[config.mk]
export PLATFORM = sky130hd
export DESIGN_NAME = caw_watchdog
export DESIGN_NICKNAME = d
export VERILOG_FILES = /design/src/core/caw_pkg.sv /design/src/core/caw_watchdog.sv
export SDC_FILE = /design/constraint.sdc
export NUM_CORES = 1
export LEC_CHECK = 0
export ABC_AREA = 1
export BUFFER_PORTS_ARGS = -buffer_cell sky130_fd_sc_hd__buf_2
export CAP_MARGIN = 15
export CORE_MARGIN = 2
export CORE_UTILIZATION = 54
export CTS_CLUSTER_SIZE = 14
export DETAILED_ROUTE_END_ITERATION = 12
export GPL_TIMING_DRIVEN = 0
export PLACE_DENSITY = 0.74
export SYNTH_ARGS = -nofsm -noshare
export SYNTH_HDL_FRONTEND = slang
export SYNTH_SLANG_ARGS = --single-unit
[constraint.sdc]
create_clock -name core_clk_i -period 2.8 [get_ports core_clk_i]
set_clock_uncertainty 0.2 [all_clocks]
set_input_delay 0.42 -clock core_clk_i [delete_from_list [all_inputs] [get_ports core_clk_i]]
set_output_delay 0.42 -clock core_clk_i [all_outputs]
set_load 0.01 [all_outputs]
[src/core/caw_pkg.sv]
// Package for the counter array watchdog: register addresses, field positions,
// reset values and clock source encodings.
// Assumes an 8-bit special function register bus with byte addresses.
package caw_pkg;
  // Register addresses
  localparam logic [7:0] ADDR_CONTROL       = 8'hd8;  // counter_control_reg
  localparam logic [7:0] ADDR_MODE          = 8'hd9;  // counter_mode_reg
  localparam logic [7:0] ADDR_COUNT_LOW     = 8'he9;
  localparam logic [7:0] ADDR_COUNT_HIGH    = 8'hf9;
  localparam logic [7:0] ADDR_MOD4_MODE     = 8'hde;
  localparam logic [7:0] ADDR_OFFSET_LOW    = 8'hed;
  localparam logic [7:0] ADDR_COMPARE_HIGH  = 8'hfe;
  // Control register fields
  localparam int CTL_OVF_BIT   = 7;
  localparam int CTL_RUN_BIT   = 6;
  localparam int CTL_M4_BIT    = 4;
  // Mode register fields
  localparam int MD_IDLE_BIT   = 7;
  localparam int MD_WDE_BIT    = 6;
  localparam int MD_LOCK_BIT   = 5;
  localparam int MD_CPS_LSB    = 1;
  localparam int MD_OVFIE_BIT  = 0;
  // Reset values
  localparam logic [7:0] CONTROL_RESET  = 8'h00;
  localparam logic [2:0] CPS_RESET      = 3'h0;
  localparam logic [7:0] COUNT_RESET    = 8'h00;
  localparam logic [7:0] OFFSET_RESET   = 8'h00;
  localparam logic [7:0] MOD4_MODE_RESET = 8'h00;
  // Clock source encodings
  localparam logic [2:0] CPS_DIV12 = 3'h0;
  localparam logic [2:0] CPS_DIV4  = 3'h1;
  localparam logic [2:0] CPS_TICK0 = 3'h2;
  localparam logic [2:0] CPS_EXT   = 3'h3;
  localparam logic [2:0] CPS_SYS   = 3'h4;
  localparam logic [2:0] CPS_EXT8  = 3'h5;
  localparam logic [3:0] DIV12_TERM = 4'hb;
  localparam logic [3:0] DIV4_TERM  = 4'h3;
  localparam logic [3:0] DIV8_TERM  = 4'h7;
endpackage

[src/core/caw_watchdog.sv]
// Counter array with its module 4 watchdog and the shared control flags.
// Assumes a single-cycle special function register bus from the CPU on core_clk_i.
//
// Operation
// - Watchdog compare byte is matched against the counter high byte.
// - Low byte overflow during that match issues a watchdog reset.
// - Writing one to module 4 match flag while enabled forces a reset.
// - Timeout is 256 times offset plus 256 minus low byte at update.
// - Clock source and idle suspend are frozen while the watchdog is enabled.
// - Watchdog is active when enable bit or lock bit is set.
// - Lock bit keeps the watchdog enabled until the next system reset.
// - With lock clear, clearing the enable bit disables the watchdog.
// - Reset state: enabled, divide by 12, low byte and offset zero.
// - Counter overflow flag set on 16-bit rollover, sticky until software clears.
// - Compare writes load counter high byte plus offset, ignoring the data.
// - While enabled counter is forced on, counter and module 4 mode writes ignored.
// - Match flags 0 to 3 set by hardware and cleared only by software.
`timescale 1ns/1ps
module caw_watchdog
  import caw_pkg::*;
(
  input  wire logic       core_clk_i,
  input  wire logic       rst_i,
  input  wire logic [7:0] sfr_addr_i,
  input  wire logic       sfr_wr_i,
  input  wire logic       sfr_rd_i,
  input  wire logic [7:0] sfr_wdata_i,
  input  wire logic       cpu_idle_i,
  input  wire logic       tick0_i,
  input  wire logic       ext_clk_i,
  input  wire logic [3:0] match_event_i,
  output logic      [7:0] sfr_rdata_o,
  output logic            wdt_reset_o,
  output logic            counter_irq_o
);
  logic [7:0] count_low;
  logic [7:0] count_high;
  logic [7:0] compare_high;
  logic [7:0] offset_low;
  logic [7:0] mod4_mode;
  logic       ovf_flag;
  logic       run_bit;
  logic [4:0] match_flags;
  logic       idle_bit;
  logic       wde_bit;
  logic       lock_bit;
  logic [2:0] cps;
  logic       ovf_ie;
  logic [3:0] div_cnt;
  logic       tick0_s1, tick0_s2, tick0_s3;
  logic       ext_s1, ext_s2, ext_s3;
  logic       ext_div_en;
  logic [2:0] ext_div;
  logic       wdt_on;
  logic       running;
  logic       cnt_en;
  logic       low_wrap;
  logic       wr_ctl, wr_md, wr_lo, wr_hi, wr_cmp, wr_off, wr_m4;

  // Strobe is an argument so each assign wakes when it drops, not only on address change
  function automatic logic hit(input logic wr, input logic [7:0] a, input logic [7:0] b);
    hit = wr && (a == b);
  endfunction

  assign wr_ctl = hit(sfr_wr_i, sfr_addr_i, ADDR_CONTROL);
  assign wr_md  = hit(sfr_wr_i, sfr_addr_i, ADDR_MODE);
  assign wr_lo  = hit(sfr_wr_i, sfr_addr_i, ADDR_COUNT_LOW);
  assign wr_hi  = hit(sfr_wr_i, sfr_addr_i, ADDR_COUNT_HIGH);
  assign wr_cmp = hit(sfr_wr_i, sfr_addr_i, ADDR_COMPARE_HIGH);
  assign wr_off = hit(sfr_wr_i, sfr_addr_i, ADDR_OFFSET_LOW);
  assign wr_m4  = hit(sfr_wr_i, sfr_addr_i, ADDR_MOD4_MODE);

  assign wdt_on  = wde_bit || lock_bit;
  assign running = run_bit || wdt_on;

  // Pin-side clock inputs pass two flops before the edge detector
  always_ff @(posedge core_clk_i) begin
    tick0_s1 <= tick0_i;
    tick0_s2 <= tick0_s1;
    tick0_s3 <= tick0_s2;
    ext_s1   <= ext_clk_i;
    ext_s2   <= ext_s1;
    ext_s3   <= ext_s2;
  end

  // System clock divider, plus the separate external edge counter of the divide-by-8 path
  always_ff @(posedge core_clk_i) begin
    if (rst_i) begin
      div_cnt <= 4'h0;
      ext_div <= 3'h0;
    end else begin
      if ((cps == CPS_DIV12 && div_cnt == DIV12_TERM) || (cps == CPS_DIV4 && div_cnt == DIV4_TERM))
        div_cnt <= 4'h0;
      else
        div_cnt <= div_cnt + 4'h1;
      if (ext_s2 && !ext_s3)
        ext_div <= ext_div + 3'h1;
    end
  end

  assign ext_div_en = ext_s2 && !ext_s3 && (ext_div == DIV8_TERM[2:0]);

  always_comb begin
    unique case (cps)
      CPS_DIV12: cnt_en = (div_cnt == DIV12_TERM);
      CPS_DIV4:  cnt_en = (div_cnt == DIV4_TERM);
      CPS_TICK0: cnt_en = tick0_s2 && !tick0_s3;
      CPS_EXT:   cnt_en = ext_s2 && !ext_s3;
      CPS_SYS:   cnt_en = 1'b1;
      CPS_EXT8:  cnt_en = ext_div_en;
      default:   cnt_en = 1'b0;
    endcase
    // Idle suspend gates the whole counter, watchdog included
    cnt_en = cnt_en && running && !(idle_bit && cpu_idle_i);
  end

  assign low_wrap = cnt_en && (count_low == 8'hff);

  // Counter; firmware writes are dropped while the watchdog owns it
  always_ff @(posedge core_clk_i) begin
    if (rst_i) begin
      count_low  <= COUNT_RESET;
      count_high <= COUNT_RESET;
    end else begin
      if (wr_lo && !wdt_on)
        count_low <= sfr_wdata_i;
      else if (cnt_en)
        count_low <= count_low + 8'h01;
      if (wr_hi && !wdt_on)
        count_high <= sfr_wdata_i;
      else if (low_wrap)
        count_high <= count_high + 8'h01;
    end
  end

  // Mode register: lock is sticky, clock source and idle frozen while enabled
  always_ff @(posedge core_clk_i) begin
    if (rst_i) begin
      wde_bit  <= 1'b1;
      lock_bit <= 1'b0;
      idle_bit <= 1'b0;
      cps      <= CPS_RESET;
      ovf_ie   <= 1'b0;
    end else if (wr_md) begin
      lock_bit <= lock_bit || sfr_wdata_i[MD_LOCK_BIT];
      wde_bit  <= sfr_wdata_i[MD_WDE_BIT];
      ovf_ie   <= sfr_wdata_i[MD_OVFIE_BIT];
      if (!wdt_on) begin
        idle_bit <= sfr_wdata_i[MD_IDLE_BIT];
        cps      <= sfr_wdata_i[MD_CPS_LSB +: 3];
      end
    end
  end

  // Module 4 mode register holds its value but is unused while the watchdog owns it
  always_ff @(posedge core_clk_i) begin
    if (rst_i)
      mod4_mode <= MOD4_MODE_RESET;
    else if (wr_m4 && !wdt_on)
      mod4_mode <= sfr_wdata_i;
  end

  // Offset and compare bytes
  always_ff @(posedge core_clk_i) begin
    if (rst_i) begin
      offset_low   <= OFFSET_RESET;
      compare_high <= OFFSET_RESET;
    end else begin
      if (wr_off)
        offset_low <= sfr_wdata_i;
      if (wr_cmp)
        compare_high <= count_high + offset_low;
    end
  end

  // Control flags: hardware set wins over a software clear in the same cycle
  always_ff @(posedge core_clk_i) begin
    if (rst_i) begin
      ovf_flag    <= CONTROL_RESET[CTL_OVF_BIT];
      run_bit     <= CONTROL_RESET[CTL_RUN_BIT];
      match_flags <= CONTROL_RESET[4:0];
    end else begin
      if (wr_ctl) begin
        ovf_flag    <= sfr_wdata_i[CTL_OVF_BIT];
        run_bit     <= sfr_wdata_i[CTL_RUN_BIT];
        match_flags <= sfr_wdata_i[4:0];
      end
      if (low_wrap && count_high == 8'hff)
        ovf_flag <= 1'b1;
      for (int i = 0; i < 4; i++) begin
        if (match_event_i[i])
          match_flags[i] <= 1'b1;
      end
    end
  end

  // Watchdog reset, one cycle pulse from a flop
  always_ff @(posedge core_clk_i) begin
    if (rst_i)
      wdt_reset_o <= 1'b0;
    else
      wdt_reset_o <= wdt_on && ((low_wrap && compare_high == count_high)
                     || (wr_ctl && sfr_wdata_i[CTL_M4_BIT]));
  end

  always_ff @(posedge core_clk_i) begin
    if (rst_i)
      counter_irq_o <= 1'b0;
    else
      counter_irq_o <= ovf_flag && ovf_ie;
  end

  // Read data; the run bit reads as software left it, not as forced
  always_ff @(posedge core_clk_i) begin
    if (rst_i)
      sfr_rdata_o <= 8'h00;
    else if (sfr_rd_i) begin
      unique case (sfr_addr_i)
        ADDR_CONTROL:      sfr_rdata_o <= {ovf_flag, run_bit, 1'b0, match_flags};
        ADDR_MODE:         sfr_rdata_o <= {idle_bit, wde_bit, lock_bit, 1'b0, cps, ovf_ie};
        ADDR_COUNT_LOW:    sfr_rdata_o <= count_low;
        ADDR_COUNT_HIGH:   sfr_rdata_o <= count_high;
        ADDR_MOD4_MODE:    sfr_rdata_o <= mod4_mode;
        ADDR_OFFSET_LOW:   sfr_rdata_o <= offset_low;
        ADDR_COMPARE_HIGH: sfr_rdata_o <= compare_high;
        default:           sfr_rdata_o <= 8'h00;
      endcase
    end
  end
endmodule

==> impl_results.md <==
* Pre-CTS setup slack at approximately 0.65 ns
* Sw frac at about a quarter
* Post-synth ARST share at 0%
* R2R depth at 8
* Number of max-cap violations at 0
* Total wire length at around 13 mm
* Grt ovf at 0
* TritonCTS buffer count at 9
* Largest net degree at the start of global routing at 13
* Die Wd at 94.4 µm
* Via count at roughly 4,500
* Final setup margin at around 0.61 ns
* Placed Cells at approximately 800
* Vias in the first global route at around 4,100
* Initial antenna violation count at 0
* Rows at 32
* DIE AREA at 8910 µm²
* Reg power frac at 55.1%
* Worst Tran Pin Value at between 0.7 and 0.8 ns
* Layout cells sized above 1 at between 10% and 20%
* Finished Layout Cells at 801
* CTS Hold Bufs at 2
* Gate power share at roughly 6.6%
* Placed inst area at about 4700 µm²
* Clock Latency Late Sink at ~0.36 ns
* Clock power share at a little under two fifths
* WP data required at 2.86 ns
* Setup TNS at 0 ns
* WL per Instance at 15.8 µm
* Post-synthesis sequential area ratio at 34.9%
* Worst EP arrival at ~2.3 ns
* H-Tree Depth at 3
* Global-route wire length before repair at ~20 mm
* Power density over the cells at about 410 nW/µm²
* DRT iter0 DRCs at around 320
* Clock-pin slew on the worst setup and hold paths at 0.09 ns
* P_int at 1.50 mW
* GR Util All Layers at 30.1%
* Ports at 37
* Psw at approximately 0.53 mW
* Setup Fix Bufs, Post-CTS at 0
* Outcome: finished, final reports clean
* Nets@finish at 734
* CTS tree: done
* Crit path max fanout at 7
* Yosys warning count at 0
* Post-detail-place hpwl at 9.31 mm
* Vias/cell at 5.59
* Core Util, Final at between 60% and 70%
* Post-synth EDFFs at 0
* Die height at approximately 94 µm
* Ys flop type: dfxtp_1
* Max-slew headroom at just over 50%
* Worst vdd ir at 243 µV
* Number of diodes at 0
* Mean Syn Cell Area at ~6.8 µm²
* IO Port Bufs at 34
* Post-synthesis cell type count at 34
* Final ANT Viol Nets at 0
* Root Buffer: clkbuf_8
* Hold depth at 3
* Routability cong. at approximately 0.94
* Post-CTS sizing at 0
* Clock buffer depth at 2
* Slew Viols, Final at 0
* # DRC at 0
* CP endpoint kind: flip-flop
* Area delta synth->final at 11.1%
* Lkg Pwr at between 2 and 2.5 nW
* RSZ-0062 raised after global routing: false
* Setup CP Type: flip-flop to flip-flop
* #FFs+latches synth at a little under 80
* Starting density of the core at between 50% and 60%
* Worst min path class: input pin to flip-flop
* Sink Count at 77
* Mapped Area at 4410 µm²
* Post-synthesis net count at slightly below 700
* Final hold violation count at 0
* Post-Syn Instances at around 650
* Tmin final at 2.19 ns
* Pre-antenna DRT Iters at 5
* Period utilization at 78.2%
* Core Box Area at roughly 7800 µm²
* Final instance area at just under 5000 µm²
* Maximum clock frequency at about 460 MHz
* Count of endpoints failing setup in the final report at 0
* Crit start category: flip-flop
## power groups by stage
stage / registers (mW) / clock network [mW] / logic, mW
2_1_floorplan: 1.14 / 0 / 0.0703
3_3_place_gp: 1.14 / 0 / 0.125
3_5_place_dp: 1.14 / 0 / 0.130
4_1_cts: 1.12 / 0.771 / 0.132
5_1_grt: 1.12 / 0.817 / 0.148
6_report: 1.12 / 0.775 / 0.135
## cells in the mapped netlist, types with 7 or more instances
library cell,instances,area [µm²]
a21oi_1,67,335
xnor2_1,10,87.6
clkbuf_1,9,33.8
o21ai_0,40,200
nand3_1,75,375
nand2_1,139,522
buf_2,7,35.0
inv_2,9,33.8
inv_1,79,297
o21ai_1,11,55.1
nor2_1,47,176
ha_1,12,150
dfxtp_1,77,1540
nor2_4,7,78.8
nand4_1,11,68.8
xor2_1,10,87.6
## cells in the final DEF (no fill, tap or decap), types with 2 or more instances in the layout
cell           instances
o21ai_1               11
o21ai_0               40
buf_2                 41
nor2_4                 7
nand3_2                5
a21oi_1               67
a21oi_2                2
nor2_1                47
dlygate4sd3_1          2
nand2_1              139
nand4_1               11
nand2_2                5
buf_6                  4
ha_1                  12
xnor2_1               10
clkbuf_1              12
xor2_1                10
inv_2                  9
inv_1                 79
nor2_2                 3
nand3_1               75
dfxtp_1               77
clkbuf_8              10
nand2_4                2
nor3_1                 3
o21bai_1               3
## critical path, stage by stage, from the launching register on
cell      delay (ns)
dfxtp_1         0.57
inv_1           0.22
fa_1            0.49
inv_1           0.10
nand4_1         0.09
o211ai_1        0.12
o21ai_0         0.12
o21bai_1        0.13
inv_1           0.06
## layout make-up
class	count	area [µm²]
inverters	88	330
repair buffers	36	190
clock inverters	3	21.3
plain buffers	21	118
flip-flops and latches	77	1540
well taps	102	128
multi-input cells	461	2420
clock buffers	13	149
fillers	773	2910
## cell families after synthesis
kind of cell	count (synthesis)	share of synthesized area [%]
compound gates	126	14.8
xor+xnor	20	3.97
fa+ha+maj	13	3.86
buf+inv	109	10.1
flops	77	34.9
simple gates	302	32.3
## final timing paths
path,slack [ns],to,startpoint
hold / removal,0.10,match_flags[3],match_event_i[3]
setup reg to reg,0.61,compare_high[6],count_high[1]
setup / recovery,0.61,compare_high[6],count_high[1]
hold reg to reg,0.14,ext_s2,ext_s1
## flip-flops by register name (all words and copies together) (netlist names), 3 cells and up
signal,cells
compare_high,8
count_high,8
count_low,8
cps,3
div_cnt,4
ext_div,3
match_flags,5
mod4_mode,8
offset_low,8
sfr_rdata_o,8
## metrics by stage
step / power (mW) / hold WS [ns]
floorplan: 1.21 / 0.110
global placement: 1.27 / 0.112
detailed placement: 1.27 / 0.121
CTS: 2.02 / 0.0988
global route: 2.08 / 0.100
finish: 2.03 / 0.102
## per-layer routing
layer / vias up / GRT usage (%) / wire length [µm]
met5: - / 0 / 0
met4: 0 / 10.9 / 263
met3: 29 / 3.67 / 856
met2: 164 / 49.8 / 5870
met1: 2095 / 40.6 / 5670
li1: 2191 / - / -
No activity file was read; power rests on OpenSTA's default activity.
